`config.mk`:
```
export PLATFORM = sky130hd
export DESIGN_NAME = iwqu_unit
export DESIGN_NICKNAME = d
export VERILOG_FILES = /design/src/iwqu_pkg.sv /design/src/iwqu_unit.sv
export VERILOG_INCLUDE_DIRS = /design/src /design/src/src
export SDC_FILE = /design/constraint.sdc
export NUM_CORES = 1
export LEC_CHECK = 0
export BUFFER_PORTS_ARGS = -buffer_cell sky130_fd_sc_hd__buf_2
export CORE_UTILIZATION = 47
export CTS_CLUSTER_DIAMETER = 150
export DETAILED_ROUTE_END_ITERATION = 8
export GPL_TIMING_DRIVEN = 0
export PLACE_DENSITY = 0.79
export SYNTH_ARGS = -nofsm -noshare
export SYNTH_HDL_FRONTEND = slang
export SYNTH_SLANG_ARGS = --single-unit
```
`constraint.sdc`:
```
create_clock -name sys_clk -period 3.48 [get_ports sys_clk]
set_clock_uncertainty 0.1 [all_clocks]
set_input_delay 0.174 -clock sys_clk [delete_from_list [all_inputs] [get_ports sys_clk]]
set_output_delay 0.174 -clock sys_clk [all_outputs]
set_load 0.005 [all_outputs]
```
`src/iwqu_regs.svh`:
```
// iwqu_regs.svh: constants of the integer word quotient unit
// assumes inclusion by the unit's design file and the testbench
`ifndef IWQU_REGS_SVH
`define IWQU_REGS_SVH
`define IWQU_OP_PRIMARY   6'h00
`define IWQU_FN_SIGNED    6'h1A
`define IWQU_FN_UNSIGNED  6'h1B
`define IWQU_ZERO_FIELD   10'h000
`define IWQU_STEPS        6'h20
`endif

```
`src/iwqu_pkg.sv`:
```
// iwqu_pkg.sv: types of the integer word quotient unit
// assumes the constants header sits beside it
package iwqu_pkg;
    typedef enum logic [1:0] {IWQU_IDLE, IWQU_RUN, IWQU_FIX} iwqu_state_e;
    // one issued operation from the pipeline
    typedef struct packed {
        logic        valid;
        logic [31:0] instr;
        logic [63:0] numer;
        logic [63:0] denom;
    } iwqu_issue_s;
    // the two result holders
    typedef struct packed {
        logic [63:0] quot;
        logic [63:0] rem;
    } iwqu_result_s;
endpackage

```
`src/iwqu_unit.sv`:
```
// iwqu_unit.sv: 32-bit word divide datapath with result holders and interlock
// assumes the pipeline presents issues and reads synchronously to sys_clk
`timescale 1ns/1ps
`include "iwqu_regs.svh"
module iwqu_unit
    import iwqu_pkg::*;
(
    // clock and reset
    input  wire logic         sys_clk,
    input  wire logic         nrst,
    // issue from pipeline
    input  wire iwqu_issue_s  issue,
    output logic              issue_ready,
    // holder reads
    input  wire logic         move_from_quotient,
    input  wire logic         move_from_remainder,
    output logic              read_stall,
    output logic [63:0]       read_data,
    // holders and status
    output iwqu_result_s      holders,
    output logic              busy,
    output logic              trap
);
    // ----------------------------------------------------------------
    // decode
    // ----------------------------------------------------------------
    function automatic logic is_div(input logic [31:0] ins, input logic [5:0] fn);
        is_div = (ins[31:26] == `IWQU_OP_PRIMARY) && (ins[15:6] == `IWQU_ZERO_FIELD) && (ins[5:0] == fn);
    endfunction

    // two's complement negate on request; shared by operand magnitudes and result signs
    function automatic logic [31:0] negw(input logic [31:0] v, input logic n);
        negw = n ? (32'h0 - v) : v;
    endfunction

    // magnitude of a signed word, unsigned words pass untouched
    function automatic logic [31:0] absw(input logic [31:0] v, input logic s);
        absw = negw(v, s && v[31]);
    endfunction

    logic        dec_signed;
    logic        dec_unsigned;
    logic        start;
    assign dec_signed   = is_div(issue.instr, `IWQU_FN_SIGNED);
    assign dec_unsigned = is_div(issue.instr, `IWQU_FN_UNSIGNED);

    iwqu_state_e state;
    logic [5:0]  count;
    logic [31:0] dvd;
    logic [31:0] dvs;
    logic [32:0] part;
    logic        neg_q;
    logic        neg_r;
    logic [32:0] trial;

    // ----------------------------------------------------------------
    // control
    // ----------------------------------------------------------------
    // a new divide is taken whenever idle, right after reads
    assign issue_ready = (state == IWQU_IDLE);
    assign start       = issue.valid && issue_ready && (dec_signed || dec_unsigned);
    assign busy        = (state != IWQU_IDLE);
    // no exception path at all, zero divisor included
    assign trap        = 1'b0;

    // reads stall while the holders are stale
    assign read_stall  = busy && (move_from_quotient || move_from_remainder);
    assign read_data   = move_from_quotient ? holders.quot : holders.rem;

    // the unit blocks holder reads and, with issue_ready low, every new issue while busy
    always_ff @(posedge sys_clk or negedge nrst) begin
        if (!nrst) begin
            state <= IWQU_IDLE;
            count <= 6'h00;
        end else begin
            unique case (state)
                IWQU_IDLE: begin
                    if (start) begin
                        state <= IWQU_RUN;
                        count <= `IWQU_STEPS;
                    end
                end
                IWQU_RUN: begin
                    count <= count - 6'h01;
                    if (count == 6'h01) begin
                        state <= IWQU_FIX;
                    end
                end
                IWQU_FIX: begin
                    state <= IWQU_IDLE;
                end
            endcase
        end
    end

    // ----------------------------------------------------------------
    // restoring divider, one quotient bit per cycle
    // ----------------------------------------------------------------
    assign trial = {part[31:0], dvd[31]} - {1'b0, dvs};

    // zero divisor simply runs out, giving all-ones quotient, or 1 for a signed negative dividend
    always_ff @(posedge sys_clk or negedge nrst) begin
        if (!nrst) begin
            dvd   <= 32'h0;
            dvs   <= 32'h0;
            part  <= 33'h0;
            neg_q <= 1'b0;
            neg_r <= 1'b0;
        end else if (start) begin
            // signed uses magnitudes of low words
            // unsigned takes low words as they are
            dvd   <= absw(issue.numer[31:0], dec_signed);
            dvs   <= absw(issue.denom[31:0], dec_signed);
            part  <= 33'h0;
            // quotient sign from both, remainder from dividend
            neg_q <= dec_signed && (issue.numer[31] ^ issue.denom[31]);
            neg_r <= dec_signed && issue.numer[31];
        end else if (state == IWQU_RUN) begin
            if (!trial[32]) begin
                part <= trial;
                dvd  <= {dvd[30:0], 1'b1};
            end else begin
                part <= {part[31:0], dvd[31]};
                dvd  <= {dvd[30:0], 1'b0};
            end
        end
    end

    // ----------------------------------------------------------------
    // result holders
    // ----------------------------------------------------------------
    logic [31:0] q_fin;
    logic [31:0] r_fin;
    assign q_fin = negw(dvd, neg_q);
    assign r_fin = negw(part[31:0], neg_r);

    // holders change only at completion, so overlap is invisible
    always_ff @(posedge sys_clk or negedge nrst) begin
        if (!nrst) begin
            holders <= '0;
        end else if (state == IWQU_FIX) begin
            holders.quot <= {{32{q_fin[31]}}, q_fin};
            holders.rem  <= {{32{r_fin[31]}}, r_fin};
        end
    end

    // ----------------------------------------------------------------
    // completion marker
    // ----------------------------------------------------------------
    logic        hold_wr;

    // high in the cycle after a write, so checks need no past value of an expression
    always_ff @(posedge sys_clk or negedge nrst) begin
        if (!nrst) begin
            hold_wr <= 1'b0;
        end else begin
            hold_wr <= (state == IWQU_FIX);
        end
    end

    // ----------------------------------------------------------------
    // checks
    // ----------------------------------------------------------------
    // latency: take edge, 32 steps, one fix cycle; busy is low at the 34th sample after start
    a_done_in_time: assert property (@(posedge sys_clk) disable iff (!nrst)
        start |-> ##34 !busy)
        else $error("divide did not finish in 34 cycles");
    a_zero_done: assert property (@(posedge sys_clk) disable iff (!nrst)
        (start && (issue.denom[31:0] == 32'h0)) |-> ##34 (!busy && !trap))
        else $error("zero divisor divide did not finish");
    a_fix_single: assert property (@(posedge sys_clk) disable iff (!nrst)
        (state == IWQU_FIX) |=> (state == IWQU_IDLE))
        else $error("fix phase lasted more than one cycle");

    // stall and trap
    a_read_stalls: assert property (@(posedge sys_clk) disable iff (!nrst)
        (busy && (move_from_quotient || move_from_remainder)) |-> read_stall)
        else $error("early read not stalled");
    a_idle_no_stall: assert property (@(posedge sys_clk) disable iff (!nrst)
        !busy |-> !read_stall)
        else $error("read stalled while idle");
    a_never_traps: assert property (@(posedge sys_clk) disable iff (!nrst)
        !trap)
        else $error("arithmetic trap raised");

    // holder contents
    a_holder_steady: assert property (@(posedge sys_clk) disable iff (!nrst)
        (state == IWQU_RUN) |=> $stable(holders))
        else $error("holders changed mid divide");
    a_idle_holders: assert property (@(posedge sys_clk) disable iff (!nrst)
        (state == IWQU_IDLE) |=> $stable(holders))
        else $error("holders changed while idle");
    a_sign_ext: assert property (@(posedge sys_clk) disable iff (!nrst)
        hold_wr |-> (holders.quot[63:32] == {32{holders.quot[31]}})
                    && (holders.rem[63:32] == {32{holders.rem[31]}}))
        else $error("result not sign-extended");
    a_rem_sign: assert property (@(posedge sys_clk) disable iff (!nrst)
        (hold_wr && neg_r && (holders.rem[31:0] != 32'h0)) |-> holders.rem[31])
        else $error("remainder sign differs from dividend");
    a_quot_sign: assert property (@(posedge sys_clk) disable iff (!nrst)
        (hold_wr && neg_q && (dvs != 32'h0) && (holders.quot[31:0] != 32'h0)) |-> holders.quot[31])
        else $error("quotient sign wrong for mixed signs");

    // decode and start
    a_decode_start: assert property (@(posedge sys_clk) disable iff (!nrst)
        (issue.valid && !busy && !dec_signed && !dec_unsigned) |=> !busy)
        else $error("foreign instruction started a divide");
    a_signed_start: assert property (@(posedge sys_clk) disable iff (!nrst)
        (issue.valid && issue_ready && dec_signed) |=> (state == IWQU_RUN) && (count == `IWQU_STEPS))
        else $error("signed divide not started");
    a_unsigned_start: assert property (@(posedge sys_clk) disable iff (!nrst)
        (issue.valid && issue_ready && dec_unsigned) |=> (state == IWQU_RUN) && (count == `IWQU_STEPS))
        else $error("unsigned divide not started");
endmodule // iwqu_unit

```
## Yosys cells after proc, flatten, opt, wreduce, memory -nomap -nowiden

Index checks and enable logic that the tools add are counted.

| storage, ports and cells | value |
|---|---|
| register bits after elaboration | 170 |
| latch bits | 0 |
| bits in writable memories | 0 |
| memory bits (read-only) | 0 |
| input bits | 165 |
| output and inout port bits | 196 |
| memories kept | 0 |

| operators by class | value |
|---|---|
| $add $sub $neg | 6 |
| multipliers | 0 |
| div/mod/pow operators | 0 |
| $lt $le $gt $ge | 0 |
| equal/unequal tests | 7 |
| shift operators | 0 |
| multiplexer cells | 16 |
| bitwise logic cells | 1 |
| reduce and logical (&&, ||, !) cells | 19 |

Operator list:

| kind | count |
|---|---|
| two-way mux 32 bit | 9 |
| subtractor 1 x 32 -> 32 bit, first input constant | 4 |
| two-way mux 64 bit | 1 |
| subtractor 33 x 32 -> 33 bit | 1 |
| == test 6 x 5 -> 1 bit, second input constant | 2 |
| case mux 6 bit (2 select lines) | 1 |
| zero test 10 bit | 1 |
| logical AND 1 bit | 9 |
| == test 6 x 1 -> 1 bit, second input constant | 1 |
| zero test 6 bit | 1 |
| two-way mux 6 bit | 1 |
| case mux 2 bit (3 select lines) | 1 |
| nonzero test 2 bit | 3 |
| subtractor 6 x 1 -> 6 bit, second input constant | 1 |
| two-way mux 2 bit | 2 |
| AND reduction 2 bit | 2 |
| == test 2 x 1 -> 1 bit, second input constant | 1 |
| == test 2 bit, second input constant | 1 |
| zero test 2 bit | 1 |
| logical OR 1 bit | 2 |
| inequality test 2 x 1 -> 1 bit, second input constant | 1 |
| inequality test 2 bit, second input constant | 1 |
| two-way mux 1 bit | 1 |
| XOR 1 bit | 1 |

## Depth between registers and ports, before layout

Gate-level depths: netlist of run 1.

| logic depth | value |
|---|---|
| depth after elaboration | 7 |
| depth in mapped cells | 13 |
| gate-level depth less buffers | 12 |

## Worst setup path after synthesis of run 1

OpenSTA, ideal clock, no wires.

| timing | value |
|---|---|
| path kind | register to register |
| from | reg dvd[31] |
| to | reg part[13] |
| setup time | 0.077 ns |
| data arrival time | 3.327 ns |
| path slack | -0.025 ns |
| stages on the path, launching flop included | 14 |
| period minus slack after synthesis | 3.505 ns |
| cell sequence | dfrtp_1 inv_1 ha_1 fa_1 nor2b_1 o2111ai_1 a31oi_1 o311ai_1 o31ai_1 a31oi_2 xnor2_1 buf_2 mux2_2 a21oi_1 |

| between the ends | value |
|---|---|
| word-level cells in the longest chain between the ends | 4 |

RTL lines:

| what | line | text |
|---|---|---|
| from (decl) | iwqu_unit.sv:49 | `logic [31:0] dvd;` |
| from (signal assigned) | iwqu_unit.sv:112 | `dvd <= absw(issue.numer[31:0], dec_signed);` |
| from (signal assigned) | iwqu_unit.sv:121 | `dvd <= {dvd[30:0], 1'b1};` |
| from (signal assigned) | iwqu_unit.sv:124 | `dvd <= {dvd[30:0], 1'b0};` |
| subtractor 33 x 32 -> 33 bit | iwqu_unit.sv:99 | `assign trial = {part[31:0], dvd[31]} - {1'b0, dvs};` |
| two-way mux 32 bit | iwqu_unit.sv:119 | `if (!trial[32]) begin` |
| two-way mux 32 bit | iwqu_unit.sv:118 | `end else if (state == IWQU_RUN) begin` |
| two-way mux 32 bit | iwqu_unit.sv:109 | `end else if (start) begin` |
| to (signal assigned) | iwqu_unit.sv:120 | `part <= trial;` |
| to (signal assigned) | iwqu_unit.sv:123 | `part <= {part[31:0], dvd[31]};` |
| to (decl) | iwqu_unit.sv:51 | `logic [32:0] part;` |

No other way between the ends. The select of a mux whose other input is x is not followed.
A chain may end at the register's enable or synchronous reset.

## Worst setup path in the final report of run 1

| timing | value |
|---|---|
| from | reg dvd[31] |
| to | reg part[29] |

The elaborated chain is that of the path after synthesis.

==> impl_metrics.prom, run 1 <==
# TYPE chip_impl_metric gauge
chip_impl_metric{name="insertion_delay",unit="ns"} 0.45
chip_impl_metric{name="power.share.combinational",unit=""} 0.553
chip_impl_metric{name="path_clk_slew",unit="ns"} 0.08
chip_impl_metric{name="fp.coreArea",unit="sq um"} 26000
chip_impl_info{name="start_kind",value="register"} 1
chip_impl_metric{name="area_growth_syn_to_layout",unit="%"} 26.9
chip_impl_metric{name="drv.max_cap_violation_count",unit=""} 0
chip_impl_metric{name="boundaryPins",unit=""} 361
chip_impl_metric{name="intPower",unit="mW"} 7.19
chip_impl_metric{name="layout.cells.non_filler",unit=""} 2170
chip_impl_metric{name="fp.dieArea",unit="sq um"} 27000
chip_impl_metric{name="wl_per_cell",unit="um"} 17.8
chip_impl_metric{name="wl",unit="um"} 38700
chip_impl_metric{name="critical_path_arrival",unit="ns"} 3.75
chip_impl_metric{name="dp_hpwl",unit="um"} 29000
chip_impl_info{name="cts_root_buf",value="sky130_fd_sc_hd__clkbuf_16"} 1
chip_impl_metric{name="postRouteAntennaNets",unit=""} 0
chip_impl_info{name="yosysMostFrequentCell",value="sky130_fd_sc_hd__dfrtp_1"} 1
chip_impl_metric{name="post_synth_design_cell_area",unit="sq um"} 12400
chip_impl_metric{name="cts_max_path_buffers",unit=""} 2
chip_impl_info{name="synth_top_cell_by_area",value="sky130_fd_sc_hd__dfrtp_1"} 1
chip_impl_metric{name="fmax",unit="GHz"} 0.288
chip_impl_info{name="critical_path_end_type",value="register"} 1
chip_impl_metric{name="diodes",unit=""} 0
chip_impl_metric{name="timing.final.max_slew_violations",unit=""} 0
chip_impl_metric{name="ys_types",unit=""} 59
chip_impl_info{name="path_class",value="reg -> reg"} 1
chip_impl_metric{name="grt_pass1_vias",unit=""} 11100
chip_impl_metric{name="finish.net_count",unit=""} 2029
chip_impl_metric{name="seq_power_share",unit=""} 0.301
chip_impl_metric{name="initial_core_util",unit=""} 0.477
chip_impl_metric{name="global_route.overflow_total",unit=""} 0
chip_impl_metric{name="transition_time_at_the_pin_with_the_least_slew_margin",unit="ns"} 1.13
chip_impl_metric{name="groute.usage.overall",unit=""} 0.285
chip_impl_metric{name="buffer_ports.inserted",unit=""} 284
chip_impl_metric{name="crit_path_time_final",unit="ns"} 3.47
chip_impl_info{name="status",value="completed"} 1
chip_impl_metric{name="timing.reg2reg.setup_slack",unit="ns"} 0.01
chip_impl_metric{name="worst_slack",unit="ns"} 0.0132
chip_impl_metric{name="final_worst_path_period_share",unit=""} 0.996
chip_impl_metric{name="crit_fanout",unit=""} 3
chip_impl_metric{name="edff_count_synth",unit=""} 0
chip_impl_metric{name="timing.final.hold_violations",unit=""} 0
chip_impl_info{name="tritoncts_clock_tree",value="built"} 1
chip_impl_metric{name="remaining_drc_errors",unit=""} 0
chip_impl_metric{name="power.switching",unit="mW"} 5.89
chip_impl_metric{name="drt_iter0_drc",unit=""} 902
chip_impl_metric{name="globalplace.congestion",unit=""} 0.959
chip_impl_metric{name="dieWidth",unit="um"} 164
chip_impl_metric{name="post-synth-top-area-fraction",unit=""} 0.344
chip_impl_metric{name="cts_inserted_buffers",unit=""} 17
chip_impl_metric{name="cts_htree_levels",unit=""} 4
chip_impl_metric{name="clockPowerShare",unit=""} 0.146
chip_impl_metric{name="placedCellCount",unit=""} 2064
chip_impl_metric{name="totalNegativeSetupSlack",unit="ns"} 0
chip_impl_metric{name="hold_ws",unit="ns"} 0.00161
chip_impl_metric{name="layout-drive-gt1-share",unit=""} 0.281
chip_impl_metric{name="grt_start_max_net_pins",unit=""} 93
chip_impl_metric{name="yosysWarningCount",unit=""} 0
chip_impl_metric{name="pre_cts_slack",unit="ns"} -0.783
chip_impl_info{name="synthTopCellsByCount",value="sky130_fd_sc_hd__dfrtp_1, sky130_fd_sc_hd__o21ai_0, sky130_fd_sc_hd__nand2_1"} 1
chip_impl_metric{name="dpl_cell_area",unit="sq um"} 14300
chip_impl_metric{name="slew_headroom",unit=""} 0.244
chip_impl_metric{name="grt_pass1_wl",unit="um"} 59300
chip_impl_metric{name="power-per-cell-area",unit="nW/um^2"} 833
chip_impl_metric{name="worst-endpoint-required",unit="ns"} 3.76
chip_impl_metric{name="worst_ir_drop_vdd",unit="mV"} 0.442
chip_impl_metric{name="power.static_leakage",unit="nW"} 6.59
chip_impl_metric{name="register_area_share_after_synthesis",unit=""} 0.344
chip_impl_metric{name="power.share.switching",unit=""} 0.450
chip_impl_info{name="dominantRegCellSynth",value="sky130_fd_sc_hd__dfrtp_1"} 1
chip_impl_metric{name="synth-async-reset-ratio",unit=""} 1.00
chip_impl_metric{name="dr.pass1.iters",unit=""} 5
chip_impl_metric{name="average_cell_area_after_synthesis",unit="sq um"} 8.58
chip_impl_info{name="synthTopCellsByArea",value="sky130_fd_sc_hd__dfrtp_1, sky130_fd_sc_hd__xor2_1, sky130_fd_sc_hd__buf_4, sky130_fd_sc_hd__o21ai_0, sky130_fd_sc_hd__a21oi_1"} 1
chip_impl_metric{name="ys_ff_latch",unit=""} 170
chip_impl_metric{name="syn-num-nets",unit=""} 1651
chip_impl_metric{name="fp-row-count",unit=""} 59
chip_impl_metric{name="avgViaCountPerCell",unit=""} 5.55
chip_impl_metric{name="clock_sinks",unit=""} 170
chip_impl_info{name="worst_hold_path_type",value="in -> reg"} 1
chip_impl_metric{name="finalSetupViolCount",unit=""} 0
chip_impl_metric{name="syn_inst",unit=""} 1444
chip_impl_metric{name="fin_area",unit="sq um"} 15700
chip_impl_metric{name="die_height",unit="um"} 164
chip_impl_metric{name="grt_antenna_before_repair",unit=""} 0
chip_impl_metric{name="vias",unit=""} 12000
worst paths after layout:
| check | start | end | cells past startpoint |
|---|---|---|---|
| max in group asynchronous | nrst | part[5] | 3 |
| worst max register to register | dvd[31] | part[29] | 14 |
| worst min-delay path | issue[67] | dvd[3] | 3 |
| worst max-delay path | dvd[31] | part[29] | 14 |
| min in group asynchronous | nrst | dvd[21] | 2 |
| worst min register to register | dvs[17] | dvs[17] | 2 |
cells in the final DEF, fill, tap and decap left out, drive strengths merged, types with 3 or more instances in the layout:
master	instances
nor2b	7
nor4b	4
nor3	19
dlygate4sd3	55
a21o	8
a21boi	3
xnor2	61
clkbuf	79
mux2i	52
a31oi	12
dfrtp	170
and2	11
nand3	25
and3	8
nor2	94
nand2	140
clkinv	6
buf	411
o41ai	16
xor2	90
o21ai	144
nand4	9
a21oi	121
a211oi	6
nand2b	11
nor4	14
o31a	3
inv	64
o21a	6
o211ai	6
or4	30
o31ai	36
or3	10
mux2	39
o2111ai	3
ha	41
worst max-delay path, cell delays in order, from the launching register on:
cell                        delay [ns]
sky130_fd_sc_hd__dfrtp_1          0.45
sky130_fd_sc_hd__inv_2            0.09
sky130_fd_sc_hd__ha_4             0.17
sky130_fd_sc_hd__fa_2             0.39
sky130_fd_sc_hd__nor2b_4          0.13
sky130_fd_sc_hd__o2111ai_2        0.16
sky130_fd_sc_hd__a31oi_4          0.24
sky130_fd_sc_hd__o311ai_4         0.13
sky130_fd_sc_hd__o31ai_2          0.23
sky130_fd_sc_hd__buf_4            0.16
sky130_fd_sc_hd__a31oi_4          0.13
sky130_fd_sc_hd__xor2_2           0.23
sky130_fd_sc_hd__buf_4            0.18
sky130_fd_sc_hd__or4_1            0.51
sky130_fd_sc_hd__nand3_1          0.09
layout make-up:
| cell class | instances | area, sq um |
|---|---|---|
| fillers | 2205 | 10300 |
| inverters | 56 | 210 |
| clock inverters | 15 | 154 |
| flip-flops and latches | 170 | 4260 |
| multi-input cells | 1049 | 7060 |
| clock buffers | 17 | 425 |
| well taps | 335 | 419 |
| repair buffers | 361 | 2180 |
| plain buffers | 167 | 1010 |
metrics by stage:
stage                util  power, mW
global route        0.605       14.0
floorplan               -       8.08
finish              0.605       13.1
detailed placement  0.550       10.5
CTS                 0.600       12.7
global placement    0.548       10.3
power groups by stage:
stage	logic (mW)	clock network, mW	registers (mW)
2_1_floorplan	4.62	0	3.46
3_3_place_gp	6.44	0	3.87
3_5_place_dp	6.59	0	3.91
4_1_cts	6.93	1.90	3.88
5_1_grt	8.02	1.99	4.01
6_report	7.24	1.91	3.94
logic make-up after synthesis:
logic type,after synthesis,share of synthesized area
AOI/OAI and AO/OA,375,0.177
xor gates and xnor gates,151,0.107
and+or+nand+nor,389,0.154
DFF,170,0.344
muxes,91,0.0775
buffers and inverters,225,0.0978
adders and majority gates,42,0.0430
other,1,0.000303
routing by layer:
metal | vias up | share of wire | GRT usage
li1 | 5746 | - | -
met1 | 5713 | 0.42 | 0.364
met2 | 505 | 0.47 | 0.470
met3 | 84 | 0.072 | 0.0487
met4 | 0 | 0.042 | 0.130
met5 | - | 0 | 0
state kept, by name, summed over array words and instances (netlist names):
register,flops
state,2
part,32
dvd,32
count,6
holders,64
dvs,32
neg_q,1
neg_r,1
repair_timing:
| item | CTS | global route |
|---|---|---|
| resized for setup | 19 | 17 |
| buffers inserted | 14 | 7 |
| pin swaps | 8 | 4 |
| endpoints found under the hold margin | 133 | 0 |
| setup endpoints to repair | 34 | 26 |
| hold buffers | 55 | 0 |
Note: power is estimated with default switching activity, not from simulation.
==> inputs of run 2 (changes only) <==
- CORE_ASPECT_RATIO: default -> 0.5
- CTS_BUF_LIST: default -> sky130_fd_sc_hd__clkbuf_16
- PLACE_DENSITY: 0.79 -> 0.77
- clock period: 3.48 -> 3.5 ns (I/O delays scaled with it)
==> run 2 against run 1 <==
Compared with the run above:
- first-iteration DRC count increased by 48%
- final area shrank 0.84%
- via count up 0.68%
- power is 0.83% lower
- critical path depth decreased by 5
- count of clock-buffer cells in the layout stayed put
- non-clock buffer count fell by 8
- combinational power shrank 1%
- clock power shrank 3%
- largest cell class unchanged
==> impl_metrics.prom, run 2 (synthesis gave the netlist of run 1 again) <==
# TYPE chip_impl_metric gauge
chip_impl_info{name="status",value="completed"} 1
chip_impl_metric{name="grt_antenna_before_repair",unit=""} 0
chip_impl_info{name="worst_hold_path_type",value="in -> reg"} 1
chip_impl_info{name="tritoncts_clock_tree",value="built"} 1
chip_impl_metric{name="finalSetupViolCount",unit=""} 0
chip_impl_metric{name="boundaryPins",unit=""} 361
chip_impl_metric{name="cts_inserted_buffers",unit=""} 17
chip_impl_metric{name="dp_hpwl",unit="um"} 29800
chip_impl_info{name="most-common-layout-cells",value="sky130_fd_sc_hd__buf_2, sky130_fd_sc_hd__dfrtp_1, sky130_fd_sc_hd__o21ai_0, sky130_fd_sc_hd__nand2_1, sky130_fd_sc_hd__a21oi_1"} 1
chip_impl_metric{name="power.static_leakage",unit="nW"} 6.52
chip_impl_metric{name="worst-endpoint-required",unit="ns"} 3.71
chip_impl_metric{name="drv.max_cap_violation_count",unit=""} 0
chip_impl_metric{name="transition_time_at_the_pin_with_the_least_slew_margin",unit="ns"} 1.20
chip_impl_metric{name="power-per-cell-area",unit="nW/um^2"} 833
chip_impl_metric{name="avgViaCountPerCell",unit=""} 5.59
chip_impl_metric{name="crit_fanout",unit=""} 5
chip_impl_metric{name="worst_r2r_path_depth",unit=""} 9
chip_impl_metric{name="layout-drive-gt1-share",unit=""} 0.278
chip_impl_metric{name="insertion_delay",unit="ns"} 0.44
chip_impl_info{name="layout_commonest_cell",value="sky130_fd_sc_hd__buf_2"} 1
chip_impl_metric{name="layout.cells.non_filler",unit=""} 2169
chip_impl_metric{name="fp.coreArea",unit="sq um"} 25500
chip_impl_metric{name="grt_pass1_wl",unit="um"} 61100
chip_impl_metric{name="worst_ir_drop_vdd",unit="mV"} 0.473
chip_impl_metric{name="dpl_cell_area",unit="sq um"} 14300
chip_impl_info{name="holdCritStartpoint",value="issue[78]"} 1
chip_impl_metric{name="cts_htree_levels",unit=""} 4
chip_impl_metric{name="report.power.total",unit="mW"} 13.0
chip_impl_metric{name="timing.final.max_slew_violations",unit=""} 0
chip_impl_metric{name="remaining_drc_errors",unit=""} 0
chip_impl_metric{name="hold-path-cell-count",unit=""} 4
chip_impl_metric{name="groute.usage.overall",unit=""} 0.289
chip_impl_metric{name="diodes",unit=""} 0
chip_impl_metric{name="finish.net_count",unit=""} 2021
chip_impl_metric{name="placedCellCount",unit=""} 2074
chip_impl_metric{name="wl",unit="um"} 40100
chip_impl_metric{name="grt_pass1_vias",unit=""} 11100
chip_impl_metric{name="global_route.overflow_total",unit=""} 0
chip_impl_metric{name="postRouteAntennaNets",unit=""} 0
chip_impl_metric{name="totalNegativeSetupSlack",unit="ns"} 0
chip_impl_metric{name="vias",unit=""} 12100
chip_impl_info{name="path_class",value="reg -> reg"} 1
chip_impl_metric{name="grt_start_max_net_pins",unit=""} 123
chip_impl_info{name="hold_end",value="dvd[14]"} 1
chip_impl_info{name="regMostFlops",value="holders"} 1
chip_impl_info{name="critical_path_end_type",value="register"} 1
chip_impl_metric{name="fp.dieArea",unit="sq um"} 27000
chip_impl_info{name="start_kind",value="register"} 1
chip_impl_metric{name="dr.pass1.iters",unit=""} 6
chip_impl_metric{name="crit_path_time_final",unit="ns"} 3.40
chip_impl_metric{name="critical_path_arrival",unit="ns"} 3.61
chip_impl_metric{name="area_growth_syn_to_layout",unit="%"} 25.9
chip_impl_metric{name="initial_core_util",unit=""} 0.485
chip_impl_metric{name="timing.reg2reg.setup_slack",unit="ns"} 0.1
chip_impl_metric{name="hold_ws",unit="ns"} 0.00652
chip_impl_metric{name="clock_sinks",unit=""} 170
chip_impl_metric{name="fin_area",unit="sq um"} 15600
chip_impl_metric{name="path_clk_slew",unit="ns"} 0.06
chip_impl_info{name="regToRegEndpoint",value="holders[92]"} 1
chip_impl_metric{name="largest_register_ff_count",unit=""} 64
chip_impl_metric{name="fmax",unit="GHz"} 0.294
chip_impl_metric{name="timing.final.hold_violations",unit=""} 0
chip_impl_metric{name="slew_headroom",unit=""} 0.198
chip_impl_info{name="critical_path.reg2reg.startpoint",value="dvd[5]"} 1
chip_impl_info{name="cts_root_buf",value="sky130_fd_sc_hd__clkbuf_16"} 1
chip_impl_metric{name="wl_per_cell",unit="um"} 18.5
chip_impl_metric{name="fp-row-count",unit=""} 41
chip_impl_metric{name="fillers",unit=""} 2138
chip_impl_metric{name="dieWidth",unit="um"} 232
chip_impl_metric{name="final_worst_path_period_share",unit=""} 0.973
chip_impl_metric{name="drt_iter0_drc",unit=""} 1332
chip_impl_metric{name="cts_max_path_buffers",unit=""} 2
chip_impl_metric{name="die_height",unit="um"} 117
chip_impl_metric{name="buffer_ports.inserted",unit=""} 284
chip_impl_metric{name="globalplace.congestion",unit=""} 0.946
==> run 2: cell types whose count changed in the layout (fill, tap and decap cells not counted), moves of 3 or more <==
cell                            previous run  this run
sky130_fd_sc_hd__dlygate4sd3_1            55        49
sky130_fd_sc_hd__buf_4                   118       112
sky130_fd_sc_hd__clkinv_8                  3         0
sky130_fd_sc_hd__clkinvlp_4                1         4
sky130_fd_sc_hd__inv_6                     6         1
==> run 2: worst max-delay path by stage <==
stage | end | startpoint | depth (start not counted) | slack, ns
after global placement | part[12] | dvd[31] | 13 | -0.74
after detailed placement | part[12] | dvd[31] | 13 | -0.76
final | holders[92] | dvd[5] | 9 | 0.1
after global routing | holders[92] | dvd[5] | 9 | -0.02
after CTS | part[13] | dvd[31] | 14 | -0.008
after floorplan | part[13] | dvd[31] | 13 | 0.13
==> run 2: cell type report <==
type                            count  area [sq um]  area share
Tap cell                          344           430      0.0276
Timing Repair Buffer              351          2070       0.133
Sequential cell                   170          4260       0.273
Inverter                           56           210      0.0135
Buffer                            169          1030      0.0659
Clock buffer                       17           425      0.0273
Multi-Input combinational cell   1049          7030       0.451
Clock inverter                     13           130     0.00835
==> run 2: critical path: stages, from the launching register on <==
cell and delay (ns):
sky130_fd_sc_hd__dfrtp_1 0.42, sky130_fd_sc_hd__or4_1 0.55, sky130_fd_sc_hd__nor2_1 0.14, sky130_fd_sc_hd__nand2_1 0.09, sky130_fd_sc_hd__or4_4 0.46, sky130_fd_sc_hd__or4_4 0.57
sky130_fd_sc_hd__or3_4 0.41, sky130_fd_sc_hd__o31ai_2 0.24, sky130_fd_sc_hd__xor2_1 0.21, sky130_fd_sc_hd__a21oi_1 0.09
==> run 2: metal layers <==
metal	track usage	wire length, um	vias up
met4	0.0991	1130	0
met3	0.0463	2850	99
met2	0.468	18600	505
li1	-	-	5725
met5	0	0	-
met1	0.398	17500	5801
==> run 2: what timing repair did <==
item,in CTS,in global routing
resized for setup,19,16
hold endpoints to repair,96,0
setup buffers,14,1
setup endpoints to repair,33,37
hold buffers,49,0
pin swaps,3,5
==> run 2: report_power, final <==
group	switching (mW)	total (mW)	internal [mW]	leakage, nW
combinational	3.72	7.14	3.42	4.28
clock	0.818	1.85	1.04	0.262
sequential	1.28	3.99	2.71	1.98
==> run 2: per-stage QoR <==
step / utilization / worst slack (ns)
2_1_floorplan: - / 0.128
3_3_place_gp: 0.557 / -0.738
3_5_place_dp: 0.559 / -0.758
4_1_cts: 0.607 / -0.00795
5_1_grt: 0.610 / -0.0240
6_report: 0.610 / 0.0960
